<file path="src/rtl/emb_pkg.sv">
// Purpose: shared constants and types of the external bus pin functions
// Assumes: one 100 MHz clock, synchronous active-low reset
// Notes:   pin levels follow the board: strobes and selects are active low
package emb_pkg;

    // kind of memory behind the access in progress
    typedef enum logic [2:0] {
        KIND_NORMAL = 3'h0,
        KIND_DRAM   = 3'h1,
        KIND_SDRAM  = 3'h2,
        KIND_PSRAM  = 3'h3,
        KIND_CARD   = 3'h4
    } emb_kind_t;

    // bus release handshake
    typedef enum logic [0:0] {
        REL_IDLE    = 1'h0,
        REL_GRANTED = 1'h1
    } emb_rel_t;

    localparam int           NUM_AREAS        = 7;
    localparam int           NUM_LANES        = 4;
    localparam int           LANE_BITS        = 8;
    localparam int           PORT_LANE        = 2;
    localparam int           TOP_LANE         = 3;
    localparam logic [2:0]   AREA_TWO         = 3'h2;
    localparam logic [2:0]   AREA_CARD_A      = 3'h5;
    localparam logic [2:0]   AREA_CARD_B      = 3'h6;
    localparam logic [2:0]   MTYPE_AREA2_DRAM = 3'h5;
    localparam logic         RST_STROBE       = 1'h1;
    localparam logic [6:0]   RST_AREA_SEL     = 7'h7F;
    localparam logic [3:0]   RST_LANES        = 4'hF;
    localparam logic [25:0]  RST_ADDR         = 26'h0000000;
    localparam logic [31:0]  RST_DATA         = 32'h00000000;

endpackage

</file>
<file path="src/rtl/emb_mode_pins.sv">
// Purpose: mode pins that are read at reset and later turn into outputs
// Assumes: pins are plain inputs while reset is held low
// Notes:   captured levels hold until the next reset
module emb_mode_pins (
    input  wire logic        clock,
    input  wire logic        rst_n,
    input  wire logic        width_pin_a_in,
    input  wire logic        width_pin_b_in,
    input  wire logic        endian_pin_in,
    input  wire logic        area5_card_sel,
    input  wire logic        area6_card_sel,
    input  wire logic [2:0]  memory_type_field,
    input  wire logic        next_card_enable_hi_a_n,
    input  wire logic        next_card_enable_hi_b_n,
    input  wire logic        next_area2_row_strobe_n,
    output logic             width_pin_a_out,
    output logic             width_pin_a_oe,
    output logic             width_pin_b_out,
    output logic             width_pin_b_oe,
    output logic             endian_pin_out,
    output logic             endian_pin_oe,
    output logic [1:0]       area0_width,
    output logic             endian_little
);

    // straps sampled every cycle of reset, frozen at release
    always_ff @(posedge clock) begin
        if (!rst_n) begin
            area0_width   <= {width_pin_b_in, width_pin_a_in};
            endian_little <= endian_pin_in;
        end
    end

    // direction of each pin follows its own configuration bit
    always_ff @(posedge clock) begin
        if (!rst_n) begin
            width_pin_a_oe <= 1'b0;
            width_pin_b_oe <= 1'b0;
            endian_pin_oe  <= 1'b0;
        end else begin
            width_pin_a_oe <= area5_card_sel;
            width_pin_b_oe <= area6_card_sel;
            endian_pin_oe  <= (memory_type_field == emb_pkg::MTYPE_AREA2_DRAM);
        end
    end

    always_ff @(posedge clock) begin
        if (!rst_n) begin
            width_pin_a_out <= emb_pkg::RST_STROBE;
            width_pin_b_out <= emb_pkg::RST_STROBE;
            endian_pin_out  <= emb_pkg::RST_STROBE;
        end else begin
            width_pin_a_out <= next_card_enable_hi_a_n;
            width_pin_b_out <= next_card_enable_hi_b_n;
            endian_pin_out  <= next_area2_row_strobe_n;
        end
    end

endmodule

</file>
<file path="src/rtl/emb_pin_functions.sv">
// Purpose: pin function assignment of the external memory bus controller
// Assumes: core timing signals arrive one cycle before the pins show them
// Notes:   every pin is registered; address, strobe and data enables drop while the bus is released, except the third lane in port mode
// Operation
// - port mode: top data lane unused, left open
// - third lane is data or per-bit port
// - cycle start each cycle, each burst beat
// - seven area selects, areas 5/6 card enables
// - read/write shows direction, memory write indicator
// - row strobe for DRAM/SDRAM, chip enable pseudo-SRAM
// - four DRAM column strobes; lowest shared otherwise
// - area two DRAM uses upper column pins
// - data enables: SDRAM mask or write strobe
// - card access: second enable marks write
// - card access: third I/O read, fourth write
// - dedicated read strobe during read cycles
// - card wide I/O honoured only little-endian
// - clock enable output for synchronous DRAM
// - release request answered by release acknowledge
// - width pins read, later card high enables
// - width pins output only when card selected
// - endian pin read, area two row strobe
// - card access asserts high enable when lane 1 byte selected
// - each area select asserted during its access
module emb_pin_functions (
    input  wire logic                  clock,
    input  wire logic                  rst_n,
    input  wire logic                  core_active,
    input  wire logic                  core_cycle_start,
    input  wire logic                  core_burst_data,
    input  wire logic [2:0]            core_area,
    input  wire emb_pkg::emb_kind_t    core_kind,
    input  wire logic                  core_write,
    input  wire logic [3:0]            core_lanes,
    input  wire logic                  core_card_io,
    input  wire logic                  core_ras,
    input  wire logic                  core_cas,
    input  wire logic                  core_strobe,
    input  wire logic                  core_cke,
    input  wire logic                  core_data_oe,
    input  wire logic [25:0]           core_addr,
    input  wire logic [31:0]           core_wdata,
    input  wire logic                  port_func_en,
    input  wire logic [7:0]            port_dir,
    input  wire logic [7:0]            port_out,
    input  wire logic                  area5_card_sel,
    input  wire logic                  area6_card_sel,
    input  wire logic [2:0]            memory_type_field,
    input  wire logic                  wait_in_n,
    input  wire logic                  card_io_wide_in_n,
    input  wire logic                  release_request_in_n,
    input  wire logic [31:0]           data_in,
    input  wire logic                  width_pin_a_in,
    input  wire logic                  width_pin_b_in,
    input  wire logic                  endian_pin_in,
    output logic [31:0]                core_rdata,
    output logic [7:0]                 port_in,
    output logic                       core_wait,
    output logic                       core_card_wide,
    output logic                       core_released,
    output logic [1:0]                 area0_width,
    output logic                       endian_little,
    output logic [25:0]                addr_out,
    output logic                       addr_oe,
    output logic [31:0]                data_out,
    output logic [31:0]                data_oe,
    output logic                       strobe_oe,
    output logic                       cycle_start_out_n,
    output logic [6:0]                 area_selects_n,
    output logic                       rd_wr_out,
    output logic                       row_strobe_n,
    output logic                       col_strobe_lane0_n,
    output logic                       col_strobe_lane1_n,
    output logic                       col_strobe_lane2_n,
    output logic                       col_strobe_lane3_n,
    output logic                       lane0_enable,
    output logic                       lane1_enable,
    output logic                       lane2_enable,
    output logic                       lane3_enable,
    output logic                       read_strobe_n,
    output logic                       cke_out,
    output logic                       release_ack_out_n,
    output logic                       width_pin_a_out,
    output logic                       width_pin_a_oe,
    output logic                       width_pin_b_out,
    output logic                       width_pin_b_oe,
    output logic                       endian_pin_out,
    output logic                       endian_pin_oe
);

    logic                  is_dram;
    logic                  is_sdram;
    logic                  is_psram;
    logic                  is_card;
    logic                  area2_dram;
    logic                  wr_stb;
    logic                  rd_stb;
    logic                  bus_drive;
    logic [3:0]            col_n;
    logic [3:0]            lane_en;
    logic [3:0]            next_col_n;
    logic [3:0]            next_lane_en;
    logic [31:0]           next_data_oe;
    logic [31:0]           next_data_out;
    emb_pkg::emb_rel_t     rel_state;
    emb_pkg::emb_rel_t     next_rel_state;

    assign is_dram    = core_active && (core_kind == emb_pkg::KIND_DRAM);
    assign is_sdram   = core_active && (core_kind == emb_pkg::KIND_SDRAM);
    assign is_psram   = core_active && (core_kind == emb_pkg::KIND_PSRAM);
    assign is_card    = core_active && (core_kind == emb_pkg::KIND_CARD);
    assign area2_dram = is_dram && (core_area == emb_pkg::AREA_TWO)
                        && (memory_type_field == emb_pkg::MTYPE_AREA2_DRAM);
    assign wr_stb     = core_active && core_strobe && core_write;
    assign rd_stb     = core_active && core_strobe && !core_write;
    assign bus_drive  = (next_rel_state == emb_pkg::REL_IDLE);

    // release handshake: grant only between accesses
    always_comb begin
        case (rel_state)
            emb_pkg::REL_IDLE: begin
                if (!release_request_in_n && !core_active) begin
                    next_rel_state = emb_pkg::REL_GRANTED;
                end else begin
                    next_rel_state = emb_pkg::REL_IDLE;
                end
            end
            emb_pkg::REL_GRANTED: begin
                if (release_request_in_n) begin
                    next_rel_state = emb_pkg::REL_IDLE;
                end else begin
                    next_rel_state = emb_pkg::REL_GRANTED;
                end
            end
            default: next_rel_state = emb_pkg::REL_IDLE;
        endcase
    end

    always_ff @(posedge clock) begin
        if (!rst_n) begin
            rel_state         <= emb_pkg::REL_IDLE;
            release_ack_out_n <= emb_pkg::RST_STROBE;
            core_released     <= 1'b0;
            addr_oe           <= 1'b0;
            strobe_oe         <= 1'b0;
        end else begin
            rel_state         <= next_rel_state;
            release_ack_out_n <= bus_drive;
            core_released     <= !bus_drive;
            addr_oe           <= bus_drive;
            strobe_oe         <= bus_drive;
        end
    end

    // per-lane column strobes, data enables and data pins
    genvar k;
    generate
        for (k = 0; k < emb_pkg::NUM_LANES; k++) begin : g_lane
            if (k == 0) begin : g_low
                assign next_col_n[k] = !((is_dram && !area2_dram && core_cas && core_lanes[k])
                                       || ((is_sdram || is_psram) && core_cas));
            end else if (k == 1) begin : g_mid
                assign next_col_n[k] = !(is_dram && !area2_dram && core_cas && core_lanes[k]);
            end else begin : g_high
                assign next_col_n[k] = !((is_dram && !area2_dram && core_cas && core_lanes[k])
                                       || (area2_dram && core_cas && core_lanes[k-2]));
            end
            if (k == 1) begin : g_card_wr
                assign next_lane_en[k] = is_sdram ? !core_lanes[k]
                                       : is_card ? !wr_stb
                                       : !(wr_stb && core_lanes[k]);
            end else if (k == 2) begin : g_card_rd
                assign next_lane_en[k] = is_sdram ? !core_lanes[k]
                                       : is_card ? !(core_card_io && rd_stb)
                                       : !(wr_stb && core_lanes[k]);
            end else if (k == 3) begin : g_card_iw
                assign next_lane_en[k] = is_sdram ? !core_lanes[k]
                                       : is_card ? !(core_card_io && wr_stb)
                                       : !(wr_stb && core_lanes[k]);
            end else begin : g_plain
                assign next_lane_en[k] = is_sdram ? !core_lanes[k]
                                       : !(wr_stb && core_lanes[k]);
            end
            if (k == emb_pkg::TOP_LANE) begin : g_top
                assign next_data_oe[k*8 +: 8]  = {8{bus_drive && core_data_oe && !port_func_en}};
                assign next_data_out[k*8 +: 8] = core_wdata[k*8 +: 8];
            end else if (k == emb_pkg::PORT_LANE) begin : g_port
                assign next_data_oe[k*8 +: 8]  = port_func_en ? port_dir
                                               : {8{bus_drive && core_data_oe}};
                assign next_data_out[k*8 +: 8] = port_func_en ? port_out : core_wdata[k*8 +: 8];
            end else begin : g_data
                assign next_data_oe[k*8 +: 8]  = {8{bus_drive && core_data_oe}};
                assign next_data_out[k*8 +: 8] = core_wdata[k*8 +: 8];
            end
        end
    endgenerate

    always_ff @(posedge clock) begin
        if (!rst_n) begin
            col_n    <= emb_pkg::RST_LANES;
            lane_en  <= emb_pkg::RST_LANES;
            data_oe  <= emb_pkg::RST_DATA;
            data_out <= emb_pkg::RST_DATA;
            addr_out <= emb_pkg::RST_ADDR;
        end else begin
            col_n    <= next_col_n;
            lane_en  <= next_lane_en;
            data_oe  <= next_data_oe;
            data_out <= next_data_out;
            addr_out <= core_addr;
        end
    end

    assign col_strobe_lane0_n = col_n[0];
    assign col_strobe_lane1_n = col_n[1];
    assign col_strobe_lane2_n = col_n[2];
    assign col_strobe_lane3_n = col_n[3];
    assign lane0_enable       = lane_en[0];
    assign lane1_enable       = lane_en[1];
    assign lane2_enable       = lane_en[2];
    assign lane3_enable       = lane_en[3];

    // cycle, select and direction strobes
    always_ff @(posedge clock) begin
        if (!rst_n) begin
            cycle_start_out_n <= emb_pkg::RST_STROBE;
            area_selects_n    <= emb_pkg::RST_AREA_SEL;
            rd_wr_out         <= emb_pkg::RST_STROBE;
            row_strobe_n      <= emb_pkg::RST_STROBE;
            read_strobe_n     <= emb_pkg::RST_STROBE;
            cke_out           <= 1'b0;
        end else begin
            cycle_start_out_n <= !(core_cycle_start || core_burst_data);
            for (int i = 0; i < emb_pkg::NUM_AREAS; i++) begin
                area_selects_n[i] <= !(core_active && (core_area == 3'(i)));
            end
            rd_wr_out         <= !(core_active && core_write);
            row_strobe_n      <= !((is_dram || is_sdram || is_psram) && core_ras
                                   && !area2_dram);
            read_strobe_n     <= !rd_stb;
            cke_out           <= core_cke;
        end
    end

    // inputs from the far side, port readback
    always_ff @(posedge clock) begin
        if (!rst_n) begin
            core_wait      <= 1'b0;
            core_card_wide <= 1'b0;
            core_rdata     <= emb_pkg::RST_DATA;
            port_in        <= 8'h00;
        end else begin
            core_wait      <= !wait_in_n;
            core_card_wide <= endian_little && !card_io_wide_in_n;
            core_rdata     <= data_in;
            port_in        <= data_in[23:16];
        end
    end

    emb_mode_pins u_mode_pins (
        .clock                   (clock),
        .rst_n                   (rst_n),
        .width_pin_a_in          (width_pin_a_in),
        .width_pin_b_in          (width_pin_b_in),
        .endian_pin_in           (endian_pin_in),
        .area5_card_sel          (area5_card_sel),
        .area6_card_sel          (area6_card_sel),
        .memory_type_field       (memory_type_field),
        .next_card_enable_hi_a_n (!(is_card && core_area == emb_pkg::AREA_CARD_A
                                    && core_lanes[1])),
        .next_card_enable_hi_b_n (!(is_card && core_area == emb_pkg::AREA_CARD_B
                                    && core_lanes[1])),
        .next_area2_row_strobe_n (!(area2_dram && core_ras)),
        .width_pin_a_out         (width_pin_a_out),
        .width_pin_a_oe          (width_pin_a_oe),
        .width_pin_b_out         (width_pin_b_out),
        .width_pin_b_oe          (width_pin_b_oe),
        .endian_pin_out          (endian_pin_out),
        .endian_pin_oe           (endian_pin_oe),
        .area0_width             (area0_width),
        .endian_little           (endian_little)
    );
endmodule

</file>
<file path="config.mk">
export PLATFORM = sky130hd
export DESIGN_NAME = emb_pin_functions
export DESIGN_NICKNAME = d
export VERILOG_FILES = /design/src/rtl/emb_pkg.sv /design/src/rtl/emb_mode_pins.sv /design/src/rtl/emb_pin_functions.sv
export SDC_FILE = /design/constraint.sdc
export NUM_CORES = 1
export LEC_CHECK = 0
export BUFFER_PORTS_ARGS = -buffer_cell sky130_fd_sc_hd__buf_2
export CORE_AREA = 4 4 117 119
export CTS_CLUSTER_DIAMETER = 200
export DETAILED_ROUTE_END_ITERATION = 8
export DIE_AREA = 0 0 121 123
export GPL_ROUTABILITY_DRIVEN = 0
export PLACE_DENSITY = 0.79
export SYNTH_ARGS = -nofsm -noshare
export SYNTH_HDL_FRONTEND = slang
export SYNTH_HIERARCHICAL = 1
export SYNTH_SLANG_ARGS = --single-unit
</file>
<file path="constraint.sdc">
create_clock -name clock -period 1.2 [get_ports clock]
set_input_delay 0.06 -clock clock [delete_from_list [all_inputs] [get_ports clock]]
set_output_delay 0.06 -clock clock [all_outputs]
set_load 0.01 [all_outputs]
</file>
==> Yosys cells after proc, flatten, opt, wreduce, memory -nomap -nowiden <==
Index checks and enable logic that the tools add are counted.
{ "classes": {"eq_ne": 11, "mux": 12, "bitwise": 2, "n_reduce_logical": 88} }
{ "op_table": {"columns": ["cell", "count"], "rows": [
  ["$logic_and 1x1->1", 44],
  ["$logic_not 1->1", 36],
  ["$mux 8", 2],
  ["$eq 3x3->1 const B", 5],
  ["$eq 3x2->1 const B", 4],
  ["$mux 1", 9],
  ["$logic_or 1x1->1", 7],
  ["$eq 3x1->1 const B", 2],
  ["$logic_not 3->1", 1],
  ["$not 1->1", 2],
  ["$pmux 1 s2", 1]
]} }
{ "word_totals": {"ff_bits": 157, "in_bits": 140, "output_inout_bits": 165, "word_cells": 139} }

==> Longest topological paths before layout <==
{ "logic_depth": {"ltp_word": 10, "ltp_mapped": 5} }

==> Modules after synthesis <==
Netlist, hierarchy kept.
{ "modules_own_cells": {"columns": ["mod", "instances", "cells_each", "area_each_um2"], "rows": [
  ["emb_pin_functions", 1, 350, 3922.5],
  ["emb_mode_pins", 1, 16, 257.7]
]} }

==> Least setup slack after synthesis <==
No wires, ideal clock.
{ "synth_timing": {"kind": "reg-to-reg", "from": "register rel_state", "to": "register data_oe[16]", "setup_time_ns": 0.132, "t_arrival_ns": 0.798, "path_slack_ns": 0.270, "path_stages_with_launch": 4, "n_path_buf": 0, "path_cell_list": "dfxtp_1 -> nor2b_1 -> o2111ai_2 -> nand2_1"} }
{ "synth_via": {"elab_chain_len": 5} }
{ "synth_rtl": {"columns": ["item", "line", "text"], "rows": [
  ["from (decl)", "emb_pin_functions.sv:105", "emb_pkg::emb_rel_t rel_state;"],
  ["from (signal assigned)", "emb_pin_functions.sv:141", "rel_state <= emb_pkg::REL_IDLE;"],
  ["from (signal assigned)", "emb_pin_functions.sv:147", "rel_state <= next_rel_state;"],
  ["$not 1->1", null, null],
  ["$pmux 1 s2 *", "emb_pin_functions.sv:120", "case (rel_state)"],
  ["$not 1->1 *", "emb_pin_functions.sv:116", "assign bus_drive = (next_rel_state == emb_pkg::REL_IDLE);"],
  ["$logic_and 1x1->1 *", "emb_pin_functions.sv:189", ": {8{bus_drive && core_data_oe}};"],
  ["$mux 8 *", "emb_pin_functions.sv:188", "assign next_data_oe[k*8 +: 8] = port_func_en ? port_dir"],
  ["to (signal assigned)", "emb_pin_functions.sv:202", "data_oe <= emb_pkg::RST_DATA;"],
  ["to (signal assigned)", "emb_pin_functions.sv:208", "data_oe <= next_data_oe;"],
  ["to (decl)", "emb_pin_functions.sv:66", "output logic [31:0] data_oe,"]
]} }
Every way passes the cells marked *; elsewhere a longest branch is shown, timed or not.
A chain may end at the register's enable or synchronous reset.

==> Final worst setup path <==
{ "layout_timing": {"from": "input core_area[2]", "to": "register u_mode_pins.endian_pin_out"} }
{ "layout_via": {"elab_chain_len": 5} }
{ "layout_rtl": {"columns": ["item", "line", "text"], "rows": [
  ["from (decl)", "emb_pin_functions.sv:31", "input wire logic [2:0] core_area,"],
  ["$eq 3x2->1", "emb_pin_functions.sv:112", "assign area2_dram = is_dram && (core_area == emb_pkg::AREA_TWO)"],
  ["$logic_and 1x1->1", "emb_pin_functions.sv:112", null],
  ["$logic_and 1x1->1", "emb_pin_functions.sv:113", "&& (memory_type_field == emb_pkg::MTYPE_AREA2_DRAM);"],
  ["$logic_and 1x1->1", "emb_pin_functions.sv:273", ".next_area2_row_strobe_n (!(area2_dram && core_ras)),"],
  ["$logic_not 1->1", "emb_pin_functions.sv:273", null],
  ["to (signal assigned)", "emb_mode_pins.sv:51", "endian_pin_out <= emb_pkg::RST_STROBE;"],
  ["to (signal assigned)", "emb_mode_pins.sv:55", "endian_pin_out <= next_area2_row_strobe_n;"],
  ["to (decl)", "emb_mode_pins.sv:20", "output logic endian_pin_out,"]
]} }
No other way between the ends.

==> flow_metrics.env <==
export IMPL_status="finished, violations left"
export IMPL_violations="hold timing"
export IMPL_h_tree_depth=4
export IMPL_yosysSeqAreaShare=0.649
export IMPL_antenna_found_initial=1
export IMPL_fin_setup_tns_ns=0
export IMPL_arrival_ns=1.47
export IMPL_synth_area_leader_cell="dfxtp_1"
export IMPL_synth_seq_cells=134
export IMPL_ant_nets=0
export IMPL_leakagePower_nw=3.85
export IMPL_syn_area_um2=4180
export IMPL_grt_pass1_wl_mm=22.0
export IMPL_synth_top_area_share=0.627
export IMPL_whs_ns=-0.0587
export IMPL_rr_endpoint="data_oe[19]"
export IMPL_synth_ff_type="dfxtp_1"
export IMPL_synth_xor_area_share=0
export IMPL_fmax_mhz=855
export IMPL_finalHoldViolations=2
export IMPL_relSlewSlack=0.711
export IMPL_postSynthCellCount=366
export IMPL_yosysUniqueCellTypes=34
export IMPL_worstHoldPathCells=3
export IMPL_cp_max_fo=7
export IMPL_dp_hpwl_mm=9.28
export IMPL_vias=4144
export IMPL_hold_class="in2reg"
export IMPL_synth_compound_area_frac=0.0242
export IMPL_grt_max_degree=47
export IMPL_core_area_um2=12600
export IMPL_start_kind="input port"
export IMPL_timing_rr_start="rel_state"
export IMPL_io_buffers=304
export IMPL_ioPinCount=305
export IMPL_clk_pin_slew_ns=0.06
export IMPL_min_delay_worst_endpoint="data_out[19]"
export IMPL_drc=0
export IMPL_cp_end_kind="flip-flop"
export IMPL_setup_worst_path_class="in2reg"
export IMPL_required_ns=1.50
export IMPL_fin_nets=928
export IMPL_vias_per_cell=4.25
export IMPL_worst_pin_slew_ns=0.434
export IMPL_grt_ovfl_total=0
export IMPL_yosys_area_share_simple=0.230
export IMPL_cts_setup_buffers=0
export IMPL_rows=41
export IMPL_drive_gt1_frac=0.437
export IMPL_cts_buffer_depth=2
export IMPL_min_from="port_out[3]"
export IMPL_area_growth_pct=84.5
export IMPL_max_cap_violations=0
export IMPL_power_mw=11.6
export IMPL_synth_fa_ha_area_frac=0
export IMPL_synth_edf_count=3
export IMPL_drtPass1Iterations=4
export IMPL_wl_mm=14.7
export IMPL_period_needed_ns=1.17
export IMPL_setup_viol=0
export IMPL_async_reset_ff_frac=0
export IMPL_startpoint="core_area[2]"
export IMPL_grt_pass1_vias=4340
export IMPL_synth_fp_nets=506
export IMPL_avgSynthCellArea_um2=11.4
export IMPL_synth_top_family_by_area="simple AND/OR/NAND/NOR gates"
export IMPL_reg2reg_slack_ns=0.19
export IMPL_stdcell_area_um2=7710
export IMPL_die_w_um=121
export IMPL_yosys_top_cells_area="dfxtp_1 (63%), and2_1 (13%), buf_4 (5.9%), nand2_1 (2.5%), nor2b_1 (2.2%)"
export IMPL_start_util=0.333
export IMPL_peakVddDrop_v=0.00104
export IMPL_reg2regPathDepth=3
export IMPL_insertion_delay_ns=0.40
export IMPL_routedWlPerCell_um=15.1
export IMPL_root_buffer="clkbuf_16"
export IMPL_yosysWarnings=6
export IMPL_dieArea_um2=14900
export IMPL_rsz0062_at_grt="false"
export IMPL_track_usage=0.194
export IMPL_numClockSinks=134
export IMPL_power_per_cell_area_nw_per_um2=1500
export IMPL_cts_buffers=17
export IMPL_drv_slew=0
export IMPL_drtIter0Drc=150
export IMPL_die_h_um=123
export IMPL_dpl_cell_area_um2=5660
export IMPL_fin_skew_ns=0.00222
export IMPL_period_share=0.975
export IMPL_synthMuxAreaShare=0.0218
export IMPL_tritoncts="done"
==> layout by cell type (no fill, tap or decap), types with 3 or more instances in the layout <==
master	count
bufinv_16	3
o21ai_0	3
dfxtp_1	130
edfxtp_1	3
nor2b_1	15
inv_1	4
buf_4	6
buf_2	302
inv_6	3
and2_1	86
dlygate4sd3_1	139
nand2b_1	3
clkinv_4	4
mux2i_1	8
nand3_1	6
clkbuf_16	18
nand2_1	28
a21boi_0	3
and3b_1	3
nor2_1	4
==> metrics by stage <==
stage / hold WS, ns / util / cells / worst slack, ns
after floorplan: 0.122 / - / 366 / 0.270
after global placement: 0.216 / 0.451 / 802 / 0.138
after detailed placement: 0.223 / 0.451 / 802 / 0.135
after CTS: 0.000672 / 0.615 / 976 / 0.0308
after global routing: 0.0140 / 0.614 / 974 / 0.0153
final: -0.0587 / 0.614 / 974 / 0.0302
==> layout make-up <==
class / count / area (um2)
Fill cell: 922 / 4850
Clock buffer: 18 / 450
Inverter: 4 / 15.0
Tap cell: 172 / 215
Clock inverter: 14 / 188
Multi-Input combinational cell: 182 / 1160
Timing Repair Buffer: 449 / 2970
Antenna cell: 1 / 2.50
Sequential cell: 134 / 2710
==> logic make-up after synthesis <==
kind of cell	count (synthesis)
flip-flops	134
AO/OA/AOI/OAI	13
multiplexers	9
AND/OR/NAND/NOR	160
buffers and inverters	50
==> worst max-delay path by stage <==
stage,end,depth (start not counted),slack [ns]
2_1_floorplan,data_oe[16],3,0.27
3_3_place_gp,u_mode_pins/endian_pin_out,5,0.14
3_5_place_dp,u_mode_pins/endian_pin_out,5,0.13
4_1_cts,u_mode_pins/endian_pin_out,6,0.03
5_1_grt,data_oe[6],1,0.02
6_report,u_mode_pins/endian_pin_out,6,0.03
==> flip-flops by register name, indices dropped and copies added (netlist names), 2 cells and up <==
| register | flops |
|---|---|
| data_out | 32 |
| area_selects_n | 7 |
| core_rdata | 32 |
| data_oe | 10 |
| col_n | 4 |
| lane_en | 4 |
| u_mode_pins/area0_width | 2 |
| addr_out | 26 |
==> report_power, final <==
| group | total [mW] | switching [mW] | internal, mW |
|---|---|---|---|
| Clock | 5.48 | 2.02 | 3.46 |
| Combinational | 1.36 | 0.576 | 0.784 |
| Sequential | 4.76 | 0.0654 | 4.69 |
==> cells in the mapped netlist (all sizes together), types with 3 or more instances <==
master	n
a21boi	3
and2	88
and3b	3
buf	35
clkbuf	11
dfxtp	131
edfxtp	3
inv	4
mux2i	8
nand2	28
nand2b	3
nand3	6
nor2	4
nor2b	15
o21ai	4
==> routing by layer <==
metal / vias up / share of wire / track usage
met3: 38 / 0.10 / 0.0750
li1: 1978 / - / -
met5: - / 0 / 0
met1: 1887 / 0.34 / 0.190
met2: 241 / 0.52 / 0.355
met4: 0 / 0.033 / 0.101
==> what timing repair did <==
action / CTS / global route
endpoints found under the setup margin: 16 / 3
hold buffers: 142 / 0
gates resized for setup: 1 / 4
pin swaps: 0 / 1
endpoints found under the hold margin: 130 / 0
gates cloned: 0 / 0
==> worst max-delay path, cell delays in order <==
cell           delay, ns
dlygate4sd3_1       0.55
buf_6               0.13
and4bb_4            0.34
nand2_1             0.07
nand4bb_1           0.16
nand2b_1            0.14
(Power assumes the default switching activity.)
